### src/rtl/adc_regs_pkg.sv
package adc_regs_pkg;
  // Bus and result widths
  localparam int ADDR_W = 8;
  localparam int DATA_W = 32;
  localparam int RES_W  = 24;

  // Register indices; byte address is four times the index
  localparam logic [3:0] IDX_CHECKSUM   = 4'h3;
  localparam logic [3:0] IDX_RESULT     = 4'h4;
  localparam logic [3:0] IDX_IFMODE     = 4'h8;
  localparam logic [3:0] IDX_STATUS     = 4'h9;
  localparam logic [3:0] IDX_USER0      = 4'hA;
  localparam logic [3:0] IDX_USER1      = 4'hB;
  localparam logic [3:0] IDX_INT_STATUS = 4'hC;
  localparam logic [3:0] IDX_INT_ENABLE = 4'hD;
  localparam logic [3:0] IDX_INT_CLEAR  = 4'hE;

  // Interface mode and user register field positions
  localparam int IFM_SHORT_WORD_BIT = 0;
  localparam int IFM_CRC_LSB        = 2;
  localparam int IFM_INTEGRITY_BIT  = 5;
  localparam int IFM_APPEND_BIT     = 6;
  localparam int USER_POLARITY_BIT  = 0;

  // Interrupt bit positions
  localparam int INT_W             = 2;
  localparam int INT_RESULT_BIT    = 0;
  localparam int INT_INTEGRITY_BIT = 1;

  // Reset values
  localparam logic [6:0]       IFMODE_RST   = 7'h00;
  localparam logic [RES_W-1:0] CHECKSUM_RST = 24'h00_0000;
  localparam logic [RES_W-1:0] RESULT_RST   = 24'h00_0000;
  localparam logic [RES_W-1:0] USER_RST     = 24'h00_0000;
  localparam logic [7:0]       STATUS_RST   = 8'h80;

  // Bus responses
  localparam logic [1:0] RESP_OKAY   = 2'h0;
  localparam logic [1:0] RESP_SLVERR = 2'h2;

  // Checksum protection modes
  typedef enum logic [1:0] {
    CRC_OFF      = 2'b00,
    CRC_XOR_READ = 2'b01,
    CRC_FULL     = 2'b10,
    CRC_ILLEGAL  = 2'b11
  } crc_mode_t;

  typedef struct packed {
    logic      status_append;
    logic      integrity_en;
    logic      rsvd4;
    crc_mode_t crc_mode;
    logic      rsvd1;
    logic      short_word_select;
  } ifmode_t;

  typedef struct packed {
    logic       ready_n;
    logic [1:0] rsvd;
    logic       integrity_error;
    logic [3:0] channel;
  } status_t;

  typedef struct packed {
    logic extra_byte;
    logic read_xor;
    logic read_crc;
    logic write_crc;
  } link_prot_t;
endpackage

### src/rtl/adc_result_and_checksum_regs.sv
`timescale 1ns/1ps
module adc_result_and_checksum_regs (
  // Clock and reset
  input  wire logic                              mclk_in,
  input  wire logic                              rst_n_in,
  // AXI4-Lite write channels
  input  wire logic [adc_regs_pkg::ADDR_W-1:0]   s_axi_awaddr_in,
  input  wire logic                              s_axi_awvalid_in,
  output logic                                   s_axi_awready_out,
  input  wire logic [adc_regs_pkg::DATA_W-1:0]   s_axi_wdata_in,
  input  wire logic [3:0]                        s_axi_wstrb_in,
  input  wire logic                              s_axi_wvalid_in,
  output logic                                   s_axi_wready_out,
  output logic [1:0]                             s_axi_bresp_out,
  output logic                                   s_axi_bvalid_out,
  input  wire logic                              s_axi_bready_in,
  // AXI4-Lite read channels
  input  wire logic [adc_regs_pkg::ADDR_W-1:0]   s_axi_araddr_in,
  input  wire logic                              s_axi_arvalid_in,
  output logic                                   s_axi_arready_out,
  output logic [adc_regs_pkg::DATA_W-1:0]        s_axi_rdata_out,
  output logic [1:0]                             s_axi_rresp_out,
  output logic                                   s_axi_rvalid_out,
  input  wire logic                              s_axi_rready_in,
  // Converter core
  input  wire logic                              conv_valid_in,
  input  wire logic [adc_regs_pkg::RES_W-1:0]    conv_data_in,
  input  wire logic [3:0]                        conv_channel_in,
  // Device outputs
  output logic                                   rdy_n_out,
  output logic                                   irq_out,
  output adc_regs_pkg::link_prot_t               link_prot_out
);
  import adc_regs_pkg::*;

  ifmode_t          ifmode_reg;
  status_t          status_reg;
  logic             ready_n_reg;
  logic             integrity_error_reg;
  logic [3:0]       channel_reg;
  logic [RES_W-1:0] user_reg [2];
  logic [RES_W-1:0] checksum_reg;
  logic [RES_W-1:0] result_reg;
  logic             result_short_reg;
  logic             result_lock_reg;
  logic [INT_W-1:0] int_status_reg;
  logic [INT_W-1:0] int_enable_reg;
  logic             aw_held_reg;
  logic             w_held_reg;
  logic [3:0]       wr_idx_reg;
  logic [DATA_W-1:0] wdata_reg;
  logic [3:0]       wstrb_reg;

  // Register index from a byte address, or an out-of-range marker
  function automatic logic [4:0] reg_index(input logic [ADDR_W-1:0] addr);
    reg_index = (addr[ADDR_W-1:6] == '0) ? {1'b0, addr[5:2]} : 5'h10;
  endfunction

  // Byte-lane merge of a write into an old value
  function automatic logic [RES_W-1:0] merge_strb(input logic [RES_W-1:0] old_val,
                                                   input logic [DATA_W-1:0] new_val,
                                                   input logic [3:0] strb);
    merge_strb = old_val;
    for (int b = 0; b < 3; b++) begin
      if (strb[b]) begin
        merge_strb[8*b +: 8] = new_val[8*b +: 8];
      end
    end
  endfunction

  // Coding and length of a fresh conversion result
  function automatic logic [RES_W-1:0] code_result(input logic [RES_W-1:0] raw,
                                                    input logic unipolar,
                                                    input logic short_word);
    logic [RES_W-1:0] coded;
    coded = unipolar ? raw : {~raw[RES_W-1], raw[RES_W-2:0]};
    code_result = short_word ? {8'h00, coded[RES_W-1:8]} : coded;
  endfunction

  // Bus handshake terms
  logic       wr_fire;
  logic       ar_fire;
  logic [4:0] ar_idx;
  logic       rd_result_take;
  logic       capture;
  logic       user_wr;
  logic [RES_W-1:0] user_new;
  logic       user_changed;

  assign wr_fire        = aw_held_reg && w_held_reg && !s_axi_bvalid_out;
  assign ar_fire        = s_axi_arvalid_in && s_axi_arready_out;
  assign status_reg     = '{ready_n_reg, STATUS_RST[6:5], integrity_error_reg, channel_reg};
  assign ar_idx         = reg_index(s_axi_araddr_in);
  assign rd_result_take = ar_fire && (ar_idx == {1'b0, IDX_RESULT});
  assign capture        = conv_valid_in && !result_lock_reg && !rd_result_take;
  assign user_wr        = wr_fire && (wr_idx_reg == IDX_USER0 || wr_idx_reg == IDX_USER1);
  assign user_new       = merge_strb(user_reg[wr_idx_reg[0] ? 1 : 0], wdata_reg, wstrb_reg);
  assign user_changed   = user_wr && (user_new != user_reg[wr_idx_reg[0] ? 1 : 0]);

  // Write address and data capture, in either order
  always_ff @(posedge mclk_in or negedge rst_n_in) begin
    if (!rst_n_in) begin
      aw_held_reg       <= 1'b0;
      w_held_reg        <= 1'b0;
      s_axi_awready_out <= 1'b1;
      s_axi_wready_out  <= 1'b1;
      wr_idx_reg        <= 4'h0;
      wdata_reg         <= '0;
      wstrb_reg         <= 4'h0;
    end else begin
      if (s_axi_awvalid_in && s_axi_awready_out) begin
        aw_held_reg       <= 1'b1;
        s_axi_awready_out <= 1'b0;
        wr_idx_reg        <= reg_index(s_axi_awaddr_in) > 5'h0F ?
                             4'h0 : s_axi_awaddr_in[5:2];
      end else if (wr_fire) begin
        aw_held_reg <= 1'b0;
      end
      if (s_axi_wvalid_in && s_axi_wready_out) begin
        w_held_reg       <= 1'b1;
        s_axi_wready_out <= 1'b0;
        wdata_reg        <= s_axi_wdata_in;
        wstrb_reg        <= s_axi_wstrb_in;
      end else if (wr_fire) begin
        w_held_reg <= 1'b0;
      end
      if (s_axi_bvalid_out && s_axi_bready_in) begin
        s_axi_awready_out <= 1'b1;
        s_axi_wready_out  <= 1'b1;
      end
    end
  end

  // Write response; read-only and unmapped words answer with an error
  always_ff @(posedge mclk_in or negedge rst_n_in) begin
    if (!rst_n_in) begin
      s_axi_bvalid_out <= 1'b0;
      s_axi_bresp_out  <= RESP_OKAY;
    end else if (wr_fire) begin
      s_axi_bvalid_out <= 1'b1;
      unique case (wr_idx_reg)
        IDX_IFMODE, IDX_USER0, IDX_USER1, IDX_INT_ENABLE, IDX_INT_CLEAR: begin
          s_axi_bresp_out <= RESP_OKAY;
        end
        default: begin
          s_axi_bresp_out <= RESP_SLVERR;
        end
      endcase
    end else if (s_axi_bready_in) begin
      s_axi_bvalid_out <= 1'b0;
    end
  end

  // Interface mode register; the converter keeps running across writes
  always_ff @(posedge mclk_in or negedge rst_n_in) begin
    if (!rst_n_in) begin
      ifmode_reg <= ifmode_t'(IFMODE_RST);
    end else if (wr_fire && wr_idx_reg == IDX_IFMODE && wstrb_reg[0]) begin
      ifmode_reg.short_word_select <= wdata_reg[IFM_SHORT_WORD_BIT];
      ifmode_reg.crc_mode          <= crc_mode_t'(wdata_reg[IFM_CRC_LSB +: 2]);
      ifmode_reg.integrity_en      <= wdata_reg[IFM_INTEGRITY_BIT];
      ifmode_reg.status_append     <= wdata_reg[IFM_APPEND_BIT];
      ifmode_reg.rsvd4             <= 1'b0;
      ifmode_reg.rsvd1             <= 1'b0;
    end
  end

  // Checked user registers
  always_ff @(posedge mclk_in or negedge rst_n_in) begin
    if (!rst_n_in) begin
      user_reg[0] <= USER_RST;
      user_reg[1] <= USER_RST;
    end else if (user_wr) begin
      user_reg[wr_idx_reg[0] ? 1 : 0] <= user_new;
    end
  end

  // Checksum over user registers only, zero while the check is off
  always_ff @(posedge mclk_in or negedge rst_n_in) begin
    if (!rst_n_in) begin
      checksum_reg <= CHECKSUM_RST;
    end else begin
      checksum_reg <= ifmode_reg.integrity_en ? (user_reg[0] ^ user_reg[1]) : '0;
    end
  end

  // Integrity error flag; clearing the enable clears it
  always_ff @(posedge mclk_in or negedge rst_n_in) begin
    if (!rst_n_in) begin
      integrity_error_reg <= STATUS_RST[4];
    end else if (user_changed && ifmode_reg.integrity_en) begin
      integrity_error_reg <= 1'b1;
    end else if (!ifmode_reg.integrity_en ||
                 (wr_fire && wr_idx_reg == IDX_IFMODE && wstrb_reg[0] &&
                  !wdata_reg[IFM_INTEGRITY_BIT])) begin
      integrity_error_reg <= 1'b0;
    end
  end

  // Conversion result capture and the ready flag
  always_ff @(posedge mclk_in or negedge rst_n_in) begin
    if (!rst_n_in) begin
      result_reg         <= RESULT_RST;
      result_short_reg   <= 1'b0;
      ready_n_reg        <= STATUS_RST[7];
      channel_reg        <= STATUS_RST[3:0];
    end else if (capture) begin
      result_reg         <= code_result(conv_data_in, user_reg[0][USER_POLARITY_BIT],
                                        ifmode_reg.short_word_select);
      result_short_reg   <= ifmode_reg.short_word_select;
      ready_n_reg        <= 1'b0;
      channel_reg        <= conv_channel_in;
    end else if (rd_result_take) begin
      ready_n_reg        <= 1'b1;
    end
  end

  // Read lock from result command until its data is taken
  always_ff @(posedge mclk_in or negedge rst_n_in) begin
    if (!rst_n_in) begin
      result_lock_reg <= 1'b0;
    end else if (rd_result_take) begin
      result_lock_reg <= 1'b1;
    end else if (s_axi_rvalid_out && s_axi_rready_in) begin
      result_lock_reg <= 1'b0;
    end
  end

  // Read data selection
  logic [DATA_W-1:0] rd_data;
  logic [1:0]        rd_resp;
  logic [RES_W-1:0]  result_view;

  always_comb begin
    result_view = result_short_reg ? {8'h00, result_reg[15:0]} : result_reg;
    rd_data     = '0;
    rd_resp     = RESP_OKAY;
    unique case (ar_idx)
      {1'b0, IDX_CHECKSUM}: rd_data = {8'h00, checksum_reg};
      {1'b0, IDX_RESULT}: begin
        if (ifmode_reg.status_append) begin
          rd_data = result_short_reg ? {8'h00, result_view[15:0], status_reg}
                                     : {result_view, status_reg};
        end else begin
          rd_data = {8'h00, result_view};
        end
      end
      {1'b0, IDX_IFMODE}:     rd_data = {25'h000_0000, ifmode_reg};
      {1'b0, IDX_STATUS}:     rd_data = {24'h00_0000, status_reg};
      {1'b0, IDX_USER0}:      rd_data = {8'h00, user_reg[0]};
      {1'b0, IDX_USER1}:      rd_data = {8'h00, user_reg[1]};
      {1'b0, IDX_INT_STATUS}: rd_data = {30'h0000_0000, int_status_reg};
      {1'b0, IDX_INT_ENABLE}: rd_data = {30'h0000_0000, int_enable_reg};
      default:                rd_resp = RESP_SLVERR;
    endcase
  end

  // Read channel, answer one cycle after the address is taken
  always_ff @(posedge mclk_in or negedge rst_n_in) begin
    if (!rst_n_in) begin
      s_axi_arready_out <= 1'b1;
      s_axi_rvalid_out  <= 1'b0;
      s_axi_rdata_out   <= '0;
      s_axi_rresp_out   <= RESP_OKAY;
    end else if (ar_fire) begin
      s_axi_arready_out <= 1'b0;
      s_axi_rvalid_out  <= 1'b1;
      s_axi_rdata_out   <= rd_data;
      s_axi_rresp_out   <= rd_resp;
    end else if (s_axi_rvalid_out && s_axi_rready_in) begin
      s_axi_arready_out <= 1'b1;
      s_axi_rvalid_out  <= 1'b0;
    end
  end

  // Interrupt status, enable and write-one-to-clear; a set wins
  always_ff @(posedge mclk_in or negedge rst_n_in) begin
    if (!rst_n_in) begin
      int_status_reg <= '0;
      int_enable_reg <= '0;
      irq_out        <= 1'b0;
    end else begin
      for (int i = 0; i < INT_W; i++) begin
        if ((i == INT_RESULT_BIT && capture) ||
            (i == INT_INTEGRITY_BIT && user_changed && ifmode_reg.integrity_en)) begin
          int_status_reg[i] <= 1'b1;
        end else if (wr_fire && wr_idx_reg == IDX_INT_CLEAR && wstrb_reg[0] && wdata_reg[i]) begin
          int_status_reg[i] <= 1'b0;
        end
      end
      if (wr_fire && wr_idx_reg == IDX_INT_ENABLE && wstrb_reg[0]) begin
        int_enable_reg <= wdata_reg[INT_W-1:0];
      end
      irq_out <= |(int_status_reg & int_enable_reg);
    end
  end

  // Ready pin and link protection outputs
  always_ff @(posedge mclk_in or negedge rst_n_in) begin
    if (!rst_n_in) begin
      rdy_n_out     <= STATUS_RST[7];
      link_prot_out <= '0;
    end else begin
      rdy_n_out <= status_reg.ready_n;
      unique case (ifmode_reg.crc_mode)
        CRC_XOR_READ: link_prot_out <= '{1'b1, 1'b1, 1'b0, 1'b1};
        CRC_FULL:     link_prot_out <= '{1'b1, 1'b0, 1'b1, 1'b1};
        CRC_OFF:      link_prot_out <= '0;
        CRC_ILLEGAL:  link_prot_out <= '0;
      endcase
    end
  end
endmodule // adc_result_and_checksum_regs

### config.mk
export PLATFORM = sky130hd
export DESIGN_NAME = adc_result_and_checksum_regs
export DESIGN_NICKNAME = d
export VERILOG_FILES = /design/src/rtl/adc_regs_pkg.sv /design/src/rtl/adc_result_and_checksum_regs.sv
export SDC_FILE = /design/constraint.sdc
export NUM_CORES = 1
export LEC_CHECK = 0
export BUFFER_PORTS_ARGS = -buffer_cell sky130_fd_sc_hd__buf_2
export CAP_MARGIN = 20
export CELL_PAD_IN_SITES_DETAIL_PLACEMENT = 0
export CELL_PAD_IN_SITES_GLOBAL_PLACEMENT = 1
export CORE_UTILIZATION = 45
export DETAILED_ROUTE_END_ITERATION = 8
export PLACE_DENSITY_LB_ADDON = 0.1
export SETUP_SLACK_MARGIN = 0.3
export SLEW_MARGIN = 40
export SYNTH_ARGS = -nofsm -noshare
export SYNTH_HDL_FRONTEND = slang
export SYNTH_SLANG_ARGS = --single-unit
### constraint.sdc
create_clock -name mclk_in -period 2.15 [get_ports mclk_in]
set_input_delay 0.215 -clock mclk_in [delete_from_list [all_inputs] [get_ports mclk_in]]
set_output_delay 0.215 -clock mclk_in [all_outputs]
set_load 0.03 [all_outputs]
Word level (Yosys, flattened, before mapping):

Index checks and enable logic that the tools add are counted.

* register bits: 193
* latch bits: 0
* bits in writable memories: 0
* memory bits (read-only): 0
* input port bits: 88
* output and inout bits: 47
* logic and storage cells: 152
* memories: 0

* add/subtract/negate cells: 0
* multipliers: 0
* div/mod/pow operators: 0
* order comparisons: 3
* equal/unequal tests: 17
* shift operators: 0
* muxes and demuxes: 45
* bitwise operators: 4
* reductions and logical operators: 48

Operators by type and width (number)
* $pmux W32 S8: 1
* $mux W24: 8
* $mux W32: 2
* $bwmux W48: 1
* $ge A32 B2 Y1 const B: 1
* $lt A32 B1 Y1 const B: 1
* $not A1 Y32: 1
* $eq A5 B4 Y1 const B: 6
* $demux W24 S1: 1
* $mux W8: 3
* $ne A24 B24 Y1: 1
* $xor A24 B24 Y24: 1
* $logic_and A1 B1 Y1: 23
* $mux W1: 23
* $reduce_bool A2 Y1: 11
* $eq A4 B4 Y1 const B: 5
* $pmux W4 S3: 1
* $mux W5: 2
* $reduce_or A8 Y1: 1
* $logic_not A2 Y1: 3
* $eq A5 B2 Y1 const B: 1
* $eq A5 B3 Y1 const B: 1
* $gt A5 B4 Y1 const B: 1
* $logic_not A1 Y1: 5
* 9 further kinds: 13

Depth between registers and ports, before layout:

Gate-level depths: netlist of run 1.

* depth after elaboration: 10
* gate-level depth with buffers: 9
* mapped depth without buffers: 6

Least setup slack after synthesis of run 1:

Ideal clock, no wire load.

* path type: register to register
* from: register s_axi_bvalid_out
* to: register user_reg[24] in the netlist's numbering
* library setup time: 0.125 ns
* data arrival time: 1.844 ns
* required time: 2.025 ns
* setup slack: 0.181 ns
* cell stages (with the launch flop): 7
* path buffers: 1
* clock period less this slack: 1.969 ns
* path through: dfrtp_1 nand3b_4 or3_1 nor2_1 and2_1 buf_2 mux2_2

* longest elaborated chain between the ends: 3

RTL lines
* start: declaration: RTL line adc_result_and_checksum_regs.sv:15 `output logic s_axi_bvalid_out,`
* start signal: assignment: RTL line adc_result_and_checksum_regs.sv:137 `s_axi_bvalid_out <= 1'b0;`
* start signal: assignment: RTL line adc_result_and_checksum_regs.sv:140 `s_axi_bvalid_out <= 1'b1;`
* start signal: assignment: RTL line adc_result_and_checksum_regs.sv:150 `s_axi_bvalid_out <= 1'b0;`
* $logic_not A1 Y1: RTL line adc_result_and_checksum_regs.sv:90 `assign wr_fire = aw_held_reg && w_held_reg && !s_axi_bvalid_out;`
* $logic_and A1 B1 Y1: RTL line adc_result_and_checksum_regs.sv:90
* $logic_and A1 B1 Y1: RTL line adc_result_and_checksum_regs.sv:96 `assign user_wr = wr_fire && (wr_idx_reg == IDX_USER0 || wr_idx_reg == IDX_USER1);`
* end signal: indexed assignment: RTL line adc_result_and_checksum_regs.sv:174 `user_reg[wr_idx_reg[0] ? 1 : 0] <= user_new;`
* end: declaration: RTL line adc_result_and_checksum_regs.sv:41 `logic [RES_W-1:0] user_reg [2];`

Every way passes these cells.
A chain may end at the register's enable or synchronous reset.

Final worst setup path of run 1:

* from: register wr_idx_reg[0]
* to: register integrity_error_reg

* longest elaborated chain between the ends: 10
* elaborated cells between the ends (all ways): 22
* classes of those cells: eq/ne (4); mux (8); bitwise (1); reduce/logical (9)

RTL lines
* start: declaration: RTL line adc_result_and_checksum_regs.sv:50 `logic [3:0] wr_idx_reg;`
* start signal: assignment: RTL line adc_result_and_checksum_regs.sv:114 `wr_idx_reg <= reg_index(s_axi_awaddr_in) > 5'h0F ?`
* $mux W1: RTL line adc_result_and_checksum_regs.sv:97, adc_result_and_checksum_regs.sv:98
* $not A1 Y32: RTL line adc_result_and_checksum_regs.sv:97, adc_result_and_checksum_regs.sv:98
* $mux W24 (3 in a row): RTL line adc_result_and_checksum_regs.sv:97, adc_result_and_checksum_regs.sv:98
* $mux W8: RTL line adc_result_and_checksum_regs.sv:65 `if (strb[b]) begin`
* $ne A24 B24 Y1: RTL line adc_result_and_checksum_regs.sv:98 `assign user_changed = user_wr && (user_new != user_reg[wr_idx_reg[0] ? 1 : 0]);`
* $logic_and A1 B1 Y1: RTL line adc_result_and_checksum_regs.sv:98
* $logic_and A1 B1 Y1: RTL line adc_result_and_checksum_regs.sv:191 `end else if (user_changed && ifmode_reg.integrity_en) begin`
* $mux W1 / $reduce_bool A2 Y1 (equally long branches)
* end signal: assignment: RTL line adc_result_and_checksum_regs.sv:190 `integrity_error_reg <= STATUS_RST[4];`
* end: declaration: RTL line adc_result_and_checksum_regs.sv:39 `logic integrity_error_reg;`

Parallel ways exist; a longest one is shown, timed or not. The select of a mux whose other input is x is not followed.

==> flow_metrics.env, run 1 <==
export IMPL_dr_total_vias=6281
export IMPL_timing_rr_end="integrity_error_reg"
export IMPL_top_level_ports=135
export IMPL_synth_cells_most_frequent="185 x sky130_fd_sc_hd__dfrtp_1, 90 x sky130_fd_sc_hd__nand2_1, 84 x sky130_fd_sc_hd__mux2_2"
export IMPL_detail_route_first_pass_iterations=7
export IMPL_viasPerCell=5.37
export IMPL_power_density_nw_per_um2=1010
export IMPL_synthCells=753
export IMPL_syn_avg_cell_area_sq_um=11.7
export IMPL_rr_startpoint="wr_idx_reg[0]"
export IMPL_number_of_maximum_capacitance_violations=0
export IMPL_final_net_count=990
export IMPL_postSynthRegisterBits=190
export IMPL_grt_pass1_vias=6550
export IMPL_min_path_type="input port to register"
export IMPL_worst_slew_pin_slew_ns=0.546
export IMPL_numCtsBuffers=17
export IMPL_synth_largest_area_cell="sky130_fd_sc_hd__dfrtp_1"
export IMPL_fin_area_sq_um=10800
export IMPL_crit_required_ns=2.44
export IMPL_global_route_wire_length_before_repair_microns=35200
export IMPL_die_w_microns=142
export IMPL_min_period_ns=1.92
export IMPL_groute_usage_overall=0.231
export IMPL_synth_warning_count=0
export IMPL_setup_violations=0
export IMPL_cts_clk_slew_worst_paths_ns=0.06
export IMPL_antenna_left=0
export IMPL_crit_end="integrity_error_reg"
export IMPL_crit_arrival_ns=2.22
export IMPL_finalWirelength_microns=22000
export IMPL_drt_iter0_drc=420
export IMPL_half_perimeter_wire_length_after_placement_microns=15500
export IMPL_fp_dieArea_sq_um=20100
export IMPL_antenna_found_initial=0
export IMPL_synth_edf_count=0
export IMPL_flow_area_growth_from_synthesis_pct=22.4
export IMPL_synth_sequential_area_ratio=0.542
export IMPL_insertion_delay_ns=0.42
export IMPL_asyncSetResetFlopFracSynth=1.00
export IMPL_worstRegToRegCells=9
export IMPL_design_core_area_sq_um=18900
export IMPL_outcome="complete, no violations"
export IMPL_r2r_slack_ns=0.23
export IMPL_dpl_cell_area_sq_um=9860
export IMPL_placementRows=50
export IMPL_tritoncts="yes"
export IMPL_initial_core_util=0.465
export IMPL_grt_overflow_total=0
export IMPL_netlist_top_cells_area="sky130_fd_sc_hd__dfrtp_1 53%, sky130_fd_sc_hd__mux2_2 11%, sky130_fd_sc_hd__mux2i_1 5.9%"
export IMPL_report_final_hold_viol_count=0
export IMPL_cts_num_sinks=190
export IMPL_yosys_area_top_type_share=0.527
export IMPL_gp_routability_congestion=0.847
export IMPL_tns_ns=0
export IMPL_htree_num_levels=4
export IMPL_startpoint_type="register"
export IMPL_maxSlewViolCount=0
export IMPL_slew_headroom=0.636
export IMPL_post_route_drc_count=0
export IMPL_port_buffers=119
export IMPL_finClkSkew_ns=0.00682
export IMPL_worst_path_max_fanout=6
export IMPL_synth_most_common_cell="sky130_fd_sc_hd__dfrtp_1"
export IMPL_max_clock_freq_mhz=520
export IMPL_routed_wirelength_normalized_by_instance_count_microns=18.8
export IMPL_path_class="register to register"
export IMPL_cts_root_buffer_cell="sky130_fd_sc_hd__clkbuf_16"
export IMPL_flip_flop_count_of_the_largest_register_after_layout=48
export IMPL_startpoint="wr_idx_reg[0]"
export IMPL_crit_path_end_kind="register"
export IMPL_yosys_cell_types_count=56
export IMPL_grt_setup_unrepaired="yes"
export IMPL_power_leakage_nw=4.84
export IMPL_post_syn_area_sq_um=8790
export IMPL_final_min_period_over_clock_period=0.895
export IMPL_ctsLongestPathBuffers=2
export IMPL_pin_count_of_the_biggest_net_entering_global_routing=68
export IMPL_final_layout_size_suffix_gt1_frac=0.344
export IMPL_synthFlopType="sky130_fd_sc_hd__dfrtp_1"
export IMPL_fp_dieH_microns=142
export IMPL_num_antenna_cells=0
export IMPL_vdd_drop_max_v=0.000604
cell type report:
type / instances / area [sq um]
Tap cell: 260 / 325
Sequential cell: 190 / 4760
Multi-Input combinational cell: 511 / 3870
Clock buffer: 25 / 515
Timing Repair Buffer: 168 / 1160
Clock inverter: 4 / 77.6
Fill cell: 1652 / 8140
Inverter: 12 / 45.0
kinds of logic after synthesis:
kind of cell	share of synthesized area
flip-flops	0.542
AO/OA/AOI/OAI	0.111
XOR/XNOR	0.0488
buffers and inverters	0.0299
adder cells (fa/ha/maj)	0.00285
multiplexers	0.171
other	0.000427
AND/OR/NAND/NOR	0.0941
per-stage QoR:
stage	hold WS, ns	power (W)	utilization	worst slack, ns	std cells
floorplan	-0.0806	0.00642	-	0.302	754
global placement	0.202	0.00736	0.522	0.165	1125
detailed placement	0.214	0.00746	0.522	0.127	1125
CTS	0.00268	0.0109	0.565	0.291	1167
global route	0.0101	0.0114	0.569	0.157	1170
finish	0.0150	0.0108	0.569	0.227	1170
worst max-delay path: stages (launching register included):
cell and delay [ns]:
sky130_fd_sc_hd__dfrtp_2 0.47, sky130_fd_sc_hd__buf_12 0.15, sky130_fd_sc_hd__buf_16 0.14, sky130_fd_sc_hd__mux2i_1 0.19, sky130_fd_sc_hd__xor2_1 0.19, sky130_fd_sc_hd__nand4_1 0.14
sky130_fd_sc_hd__o21ai_2 0.17, sky130_fd_sc_hd__buf_4 0.14, sky130_fd_sc_hd__a31o_4 0.16, sky130_fd_sc_hd__a21oi_2 0.05
per-layer routing:
metal / part of all wire / track usage
met2: 0.47 / 0.366
met1: 0.46 / 0.325
met4: 0.0097 / 0.0583
met5: 0 / 0
met3: 0.052 / 0.0449
where the power goes:
| group | internal (W) | leakage (nW) | switching, W |
|---|---|---|---|
| clock network | 0.00189 | 0.291 | 0.00127 |
| logic | 0.00130 | 2.05 | 0.00148 |
| registers | 0.00419 | 2.50 | 0.000705 |
worst min-delay path by stage:
stage | from | cells past startpoint | endpoint | slack (ns)
2_1_floorplan | rst_n_in | 0 | aw_held_reg | -0.08
3_3_place_gp | rst_n_in | 1 | s_axi_rvalid_out | 0.20
3_5_place_dp | rst_n_in | 1 | s_axi_rvalid_out | 0.21
4_1_cts | s_axi_awaddr_in[3] | 2 | wr_idx_reg[1] | 0.003
5_1_grt | s_axi_wdata_in[9] | 2 | wdata_reg[9] | 0.01
6_report | s_axi_rready_in | 2 | s_axi_rvalid_out | 0.02
layout by cell type, fill, tap and decap left out, drive strengths merged, types with 6 or more instances in the layout:
| master | instances |
|---|---|
| nand2 | 90 |
| clkbuf | 25 |
| mux2 | 85 |
| xor2 | 24 |
| dfrtp | 185 |
| o21ai | 82 |
| a221oi | 19 |
| nand4 | 6 |
| a21oi | 8 |
| buf | 162 |
| xnor2 | 25 |
| dlygate4sd3 | 6 |
| a22o | 13 |
| inv | 11 |
| nor2 | 34 |
| a22oi | 13 |
| nand2b | 11 |
| mux2i | 52 |
| nand3 | 7 |
what timing repair did:
item,4_1_cts,5_1_grt
pin swaps,6,6
hold buffers,5,1
hold endpoints to repair,50,1
buffers inserted,6,2
cloned,2,0
gates resized for setup,18,15
setup endpoints to repair,27,44
(Power assumes the default switching activity.)
==> run 2: changes to the inputs <==
--- a/config.mk
+++ b/config.mk
@@ -5,6 +5,7 @@
 export SDC_FILE = /design/constraint.sdc
 export NUM_CORES = 1
 export LEC_CHECK = 0
+export ABC_CLOCK_PERIOD_IN_PS = 1860
 export BUFFER_PORTS_ARGS = -buffer_cell sky130_fd_sc_hd__buf_2
 export CAP_MARGIN = 20
 export CELL_PAD_IN_SITES_DETAIL_PLACEMENT = 0
@@ -12,6 +13,7 @@
 export CORE_UTILIZATION = 45
 export DETAILED_ROUTE_END_ITERATION = 8
 export PLACE_DENSITY_LB_ADDON = 0.1
+export RECOVER_POWER = 100
 export SETUP_SLACK_MARGIN = 0.3
 export SLEW_MARGIN = 40
 export SYNTH_ARGS = -nofsm -noshare
==> constraint.sdc (replaced) <==
create_clock -name mclk_in -period 1.86 [get_ports mclk_in]
set_input_delay 0.186 -clock mclk_in [delete_from_list [all_inputs] [get_ports mclk_in]]
set_output_delay 0.186 -clock mclk_in [all_outputs]
set_load 0.03 [all_outputs]
==> run 2 against run 1 <==
  * Critical path type unchanged
  * Hold slack worse by 0.0017 ns
  * Critical endpoint unchanged
  * Sequential share of layout area is 4.2 points lower
  * Critical path depth stayed put
  * Non-clock buffer count is 69 higher
  * Largest power group unchanged
==> flow_metrics.env, run 2 (same netlist as run 1, synthesis figures left out) <==
export IMPL_r2r_slack_ns=0.05
export IMPL_global_route_wire_length_before_repair_microns=37000
export IMPL_maxSlewViolCount=0
export IMPL_cts_root_buffer_cell="sky130_fd_sc_hd__clkbuf_16"
export IMPL_report_final_hold_viol_count=0
export IMPL_layout_cells_most_common="sky130_fd_sc_hd__dfrtp_1"
export IMPL_post_route_drc_count=0
export IMPL_routed_wirelength_normalized_by_instance_count_microns=18.6
export IMPL_rr_startpoint="wr_idx_reg[0]"
export IMPL_critPathTopFamily="flip-flops"
export IMPL_cts_clk_slew_worst_paths_ns=0.07
export IMPL_drt_iter0_drc=347
export IMPL_initial_core_util=0.465
export IMPL_grt_overflow_total=0
export IMPL_final_net_count=1059
export IMPL_worst_hold_path_num_cells=3
export IMPL_use_met2=0.386
export IMPL_seqCellArea_sq_um=4760
export IMPL_worst_path_max_fanout=7
export IMPL_placementRows=50
export IMPL_crit_required_ns=2.18
export IMPL_finalWirelength_microns=23100
export IMPL_timing_critical_path_slowest_cell_delay_ns=0.42
export IMPL_fp_dieArea_sq_um=20100
export IMPL_grtUsageMet3=0.0344
export IMPL_power_leakage_nw=5.36
export IMPL_timing_rr_end="integrity_error_reg"
export IMPL_worstPathCellList="buf_12 > buf_12 > mux2i_4 > xor2_1 > nand4_1 > o21ai_1 > buf_4 > a31o_4 > a21oi_2"
export IMPL_design_core_area_sq_um=18900
export IMPL_final_min_period_over_clock_period=0.973
export IMPL_grt_setup_unrepaired="yes"
export IMPL_total_power_w=0.0131
export IMPL_setup_violations=0
export IMPL_cts_num_sinks=190
export IMPL_top_level_ports=135
export IMPL_insertion_delay_ns=0.43
export IMPL_gp_routability_congestion=0.834
export IMPL_final_core_utilization=0.628
export IMPL_gr_usage_met1=0.345
export IMPL_dr_total_vias=6548
export IMPL_fp_dieH_microns=142
export IMPL_power_density_nw_per_um2=1110
export IMPL_outcome="complete, no violations"
export IMPL_viasPerCell=5.27
export IMPL_min_period_ns=1.81
export IMPL_hold_path_endpoint="result_reg[20]"
export IMPL_finClkSkew_ns=0.00850
export IMPL_tns_ns=0
export IMPL_critPathBufInv=3
export IMPL_worstRegToRegCells=9
export IMPL_antenna_left=0
export IMPL_ctsLongestPathBuffers=2
export IMPL_worst_path_max_delay_cell="sky130_fd_sc_hd__dfrtp_1"
export IMPL_half_perimeter_wire_length_after_placement_microns=15800
export IMPL_multi_input_comb_area_sq_um=4310
export IMPL_detail_route_first_pass_iterations=5
export IMPL_flow_area_growth_from_synthesis_pct=35.1
export IMPL_worst_slew_pin_slew_ns=0.976
export IMPL_most_common_layout_cells="183 x sky130_fd_sc_hd__dfrtp_1, 118 x sky130_fd_sc_hd__buf_2, 87 x sky130_fd_sc_hd__nand2_1, 55 x sky130_fd_sc_hd__o21ai_0, 53 x sky130_fd_sc_hd__mux2_4"
export IMPL_critPathMostFrequentCell="sky130_fd_sc_hd__buf_12"
export IMPL_min_path_type="input port to register"
export IMPL_numCtsBuffers=17
export IMPL_tritoncts="yes"
export IMPL_startpoint_type="register"
export IMPL_antenna_found_initial=0
export IMPL_path_class="register to register"
export IMPL_number_of_maximum_capacitance_violations=0
export IMPL_die_w_microns=142
export IMPL_final_layout_size_suffix_gt1_frac=0.388
export IMPL_hp_start="conv_data_in[20]"
export IMPL_num_antenna_cells=0
export IMPL_pin_count_of_the_biggest_net_entering_global_routing=79
export IMPL_crit_path_end_kind="register"
export IMPL_flip_flop_count_of_the_largest_register_after_layout=48
export IMPL_grt_pass1_vias=6775
export IMPL_slew_headroom=0.349
export IMPL_htree_num_levels=4
export IMPL_crit_arrival_ns=2.12
export IMPL_layout_filler_cell_count=1533
export IMPL_port_buffers=119
export IMPL_max_clock_freq_mhz=553
export IMPL_vdd_drop_max_v=0.000733
export IMPL_globalRoute_busiestLayer="met2"
export IMPL_groute_usage_overall=0.241
-- run 2: cell types whose count changed in the layout (fill, tap and decap cells not counted), sizes merged --
cell,before,now
clkbuf,25,23
clkinv,3,5
clkinvlp,0,4
buf,162,190
bufbuf,0,2
inv,11,13
dlygate4sd3,6,42
-- run 2: layout make-up --
class,instances,share of cell area
Clock buffer,20,0.0385
Clock inverter,12,0.0114
Inverter,12,0.00379
Multi-Input combinational cell,511,0.363
Sequential cell,190,0.401
Tap cell,260,0.0274
Timing Repair Buffer,237,0.154
-- run 2: worst reg2reg max path, stage by stage, from the launching register on --
cell	delay, ns
sky130_fd_sc_hd__dfrtp_1	0.42
sky130_fd_sc_hd__buf_12	0.16
sky130_fd_sc_hd__buf_12	0.12
sky130_fd_sc_hd__mux2i_4	0.22
sky130_fd_sc_hd__xor2_1	0.19
sky130_fd_sc_hd__nand4_1	0.11
sky130_fd_sc_hd__o21ai_1	0.14
sky130_fd_sc_hd__buf_4	0.14
sky130_fd_sc_hd__a31o_4	0.15
sky130_fd_sc_hd__a21oi_2	0.05
-- run 2: worst max path at each step --
stage	startpoint	end	slack [ns]	cells past startpoint
after floorplan	s_axi_bvalid_out	ifmode_reg[0]	0.02	4
after global placement	s_axi_bvalid_out	user_reg[38]	-0.07	6
after detailed placement	s_axi_bvalid_out	user_reg[34]	-0.10	6
after CTS	s_axi_bvalid_out	user_reg[24]	0.06	6
after global routing	wr_idx_reg[0]	integrity_error_reg	-0.03	8
final	wr_idx_reg[0]	integrity_error_reg	0.05	9
-- run 2: power by group --
| group | internal (W) | leakage, nW | switching [W] |
|---|---|---|---|
| registers | 0.00484 | 2.50 | 0.000847 |
| logic | 0.00191 | 2.58 | 0.00190 |
| clock network | 0.00206 | 0.279 | 0.00159 |
| total | 0.00880 | 5.36 | 0.00434 |
-- run 2: layer usage --
metal  routed length, microns  share of wire
met1                    11100           0.48
met2                    10900           0.47
met3                      781          0.034
met4                      274          0.012
met5                        0              0
-- run 2: per-stage QoR --
stage / setup slack, ns / instance area, sq um / hold slack, ns / cells
global route: -0.0311 / 11900 / 0.0276 / 1242
CTS: 0.0592 / 11500 / 0.00648 / 1234
detailed placement: -0.101 / 10100 / 0.112 / 1148
finish: 0.0508 / 11900 / 0.0133 / 1242
global placement: -0.0672 / 10100 / 0.106 / 1148
floorplan: 0.0159 / 8920 / -0.110 / 754
-- run 2: repair_timing --
action / 4_1_cts / 5_1_grt
setup buffers: 10 / 8
hold endpoints to repair: 81 / 0
resized for setup: 71 / 71
pin swaps: 14 / 10
setup endpoints to repair: 78 / 82
cloned: 2 / 0
hold buffers: 42 / 0
==> run 3: changes to the inputs <==
--- a/config.mk
+++ b/config.mk
@@ -10,6 +10,7 @@
 export CAP_MARGIN = 20
 export CELL_PAD_IN_SITES_DETAIL_PLACEMENT = 0
 export CELL_PAD_IN_SITES_GLOBAL_PLACEMENT = 1
+export CORE_ASPECT_RATIO = 1.2
 export CORE_UTILIZATION = 45
 export DETAILED_ROUTE_END_ITERATION = 8
 export PLACE_DENSITY_LB_ADDON = 0.1
==> run 3 against run 2 <==
  * The run now ends with negative setup slack left
  * Sequential cell count did not move
  * Die area barely moved
  * Sequential power barely moved
  * Critical endpoint unchanged
  * Largest power group unchanged
==> flow_metrics.env, run 3 (same netlist as run 1, synthesis figures left out) <==
export IMPL_dr_total_vias=6547
export IMPL_crit_path_end_kind="register"
export IMPL_hp_start="s_axi_wdata_in[5]"
export IMPL_pin_count_of_the_biggest_net_entering_global_routing=54
export IMPL_final_layout_size_suffix_gt1_frac=0.374
export IMPL_outcome="complete, but fails checks"
export IMPL_antenna_found_initial=0
export IMPL_postLayoutSetupSlackWorst_ns=-0.0181
export IMPL_dpl_cell_area_sq_um=10100
export IMPL_hold_path_endpoint="wdata_reg[5]"
export IMPL_vdd_drop_max_v=0.000676
export IMPL_groute_usage_overall=0.246
export IMPL_layout_cells_most_common="sky130_fd_sc_hd__dfrtp_1"
export IMPL_flow_area_growth_from_synthesis_pct=33.4
export IMPL_maxSlewViolCount=0
export IMPL_routed_wirelength_normalized_by_instance_count_microns=19.1
export IMPL_rr_startpoint="wr_idx_reg[0]"
export IMPL_slew_headroom=0.0475
export IMPL_worst_slew_pin_slew_ns=1.43
export IMPL_port_buffers=119
export IMPL_min_path_type="input port to register"
export IMPL_worstRegToRegCells=9
export IMPL_grt_pass1_vias=6779
export IMPL_crit_arrival_ns=2.18
export IMPL_placementRows=55
export IMPL_path_class="register to register"
export IMPL_startpoint_type="register"
export IMPL_final_net_count=1049
export IMPL_die_w_microns=130
export IMPL_setup_violations=2
export IMPL_global_route_wire_length_before_repair_microns=37400
export IMPL_viasPerCell=5.33
export IMPL_failing_checks="negative setup slack"
export IMPL_cts_root_buffer_cell="sky130_fd_sc_hd__clkbuf_16"
export IMPL_fp_dieH_microns=155
export IMPL_htree_num_levels=4
export IMPL_design_core_area_sq_um=19000
export IMPL_number_of_maximum_capacitance_violations=0
export IMPL_cts_num_sinks=190
export IMPL_timing_rr_end="integrity_error_reg"
export IMPL_min_period_ns=1.88
export IMPL_max_clock_freq_mhz=532
export IMPL_half_perimeter_wire_length_after_placement_microns=16000
export IMPL_power_leakage_nw=5.32
export IMPL_finalWirelength_microns=23400
export IMPL_fp_dieArea_sq_um=20100
export IMPL_flip_flop_count_of_the_largest_register_after_layout=48
export IMPL_final_hold_worst_slack_ns=0.0153
export IMPL_power_density_nw_per_um2=1120
export IMPL_layout_cells_non_filler=1228
export IMPL_dp_worst_setup_slack_ns=-0.0670
export IMPL_top_level_ports=135
export IMPL_antenna_left=0
export IMPL_detail_route_first_pass_iterations=4
export IMPL_initial_core_util=0.463
export IMPL_grt_overflow_total=0
export IMPL_post_route_drc_count=0
export IMPL_tritoncts="yes"
export IMPL_num_antenna_cells=0
export IMPL_numCtsBuffers=17
export IMPL_r2r_slack_ns=-0.02
export IMPL_gp_routability_congestion=0.831
export IMPL_insertion_delay_ns=0.43
export IMPL_fin_area_sq_um=11700
export IMPL_final_min_period_over_clock_period=1.01
export IMPL_total_power_w=0.0132
export IMPL_ctsLongestPathBuffers=2
export IMPL_finClkSkew_ns=0.00960
export IMPL_grt_setup_unrepaired="yes"
export IMPL_crit_required_ns=2.16
export IMPL_most_common_layout_cells="183 x sky130_fd_sc_hd__dfrtp_1, 118 x sky130_fd_sc_hd__buf_2, 87 x sky130_fd_sc_hd__nand2_1, 58 x sky130_fd_sc_hd__o21ai_0, 53 x sky130_fd_sc_hd__mux2_4"
export IMPL_cts_clk_slew_worst_paths_ns=0.07
export IMPL_worst_hold_path_num_cells=2
export IMPL_drt_iter0_drc=370
export IMPL_report_final_hold_viol_count=0
export IMPL_worst_path_max_fanout=5
export IMPL_place_detailed_instances=1140
## run 3: how the worst max path moves through the flow
stage,start,endpoint
5_1_grt,wr_idx_reg[0],integrity_error_reg
4_1_cts,wr_idx_reg[0],int_status_reg[1]
3_5_place_dp,s_axi_bvalid_out,user_reg[41]
2_1_floorplan,s_axi_bvalid_out,ifmode_reg[0]
6_report,wr_idx_reg[0],integrity_error_reg
3_3_place_gp,wr_idx_reg[0],int_status_reg[1]
## run 3: power breakdown
group | switching (W) | internal (W) | total [W]
logic | 0.00186 | 0.00174 | 0.00360
registers | 0.000841 | 0.00483 | 0.00567
clock network | 0.00166 | 0.00222 | 0.00388
## run 3: through the flow
| step | TNS [ns] | util |
|---|---|---|
| global placement | -0.184 | 0.532 |
| floorplan | 0 | - |
| global route | -0.251 | 0.617 |
| finish | -0.0258 | 0.617 |
| detailed placement | -1.12 | 0.532 |
| CTS | 0 | 0.605 |
## run 3: metal layers
metal	share of wire	track usage	wire length, microns	vias up
li1	-	-	-	3077
met1	0.46	0.334	10700	3299
met2	0.49	0.410	11600	150
met3	0.036	0.0382	849	21
met4	0.014	0.0615	325	0
met5	0	0	0	-
## run 3: final cells by class
class	instances	area, sq um
clock inverter	13	173
multi-input combinational	511	4220
timing repair buffer	227	1750
sequential	190	4760
clock buffer	19	453
fill	1573	7270
tap	256	320
inverter	12	46.3
## run 3: worst max-delay path, cell delays in order (launching register included)
cell and delay [ns]:
sky130_fd_sc_hd__dfrtp_2 0.45, sky130_fd_sc_hd__buf_12 0.15, sky130_fd_sc_hd__buf_16 0.14, sky130_fd_sc_hd__mux2i_2 0.19
sky130_fd_sc_hd__xor2_1 0.20, sky130_fd_sc_hd__nand4_1 0.11, sky130_fd_sc_hd__o21ai_1 0.15, sky130_fd_sc_hd__buf_4 0.15
sky130_fd_sc_hd__a31o_4 0.16, sky130_fd_sc_hd__a21oi_2 0.05
## run 3: timing repair
action / 4_1_cts / 5_1_grt
gates resized for setup: 63 / 49
endpoints found under the hold margin: 84 / 0
hold buffers: 41 / 0
cloned: 3 / 0
pin swaps: 15 / 12
buffers inserted: 4 / 8
endpoints found under the setup margin: 95 / 97
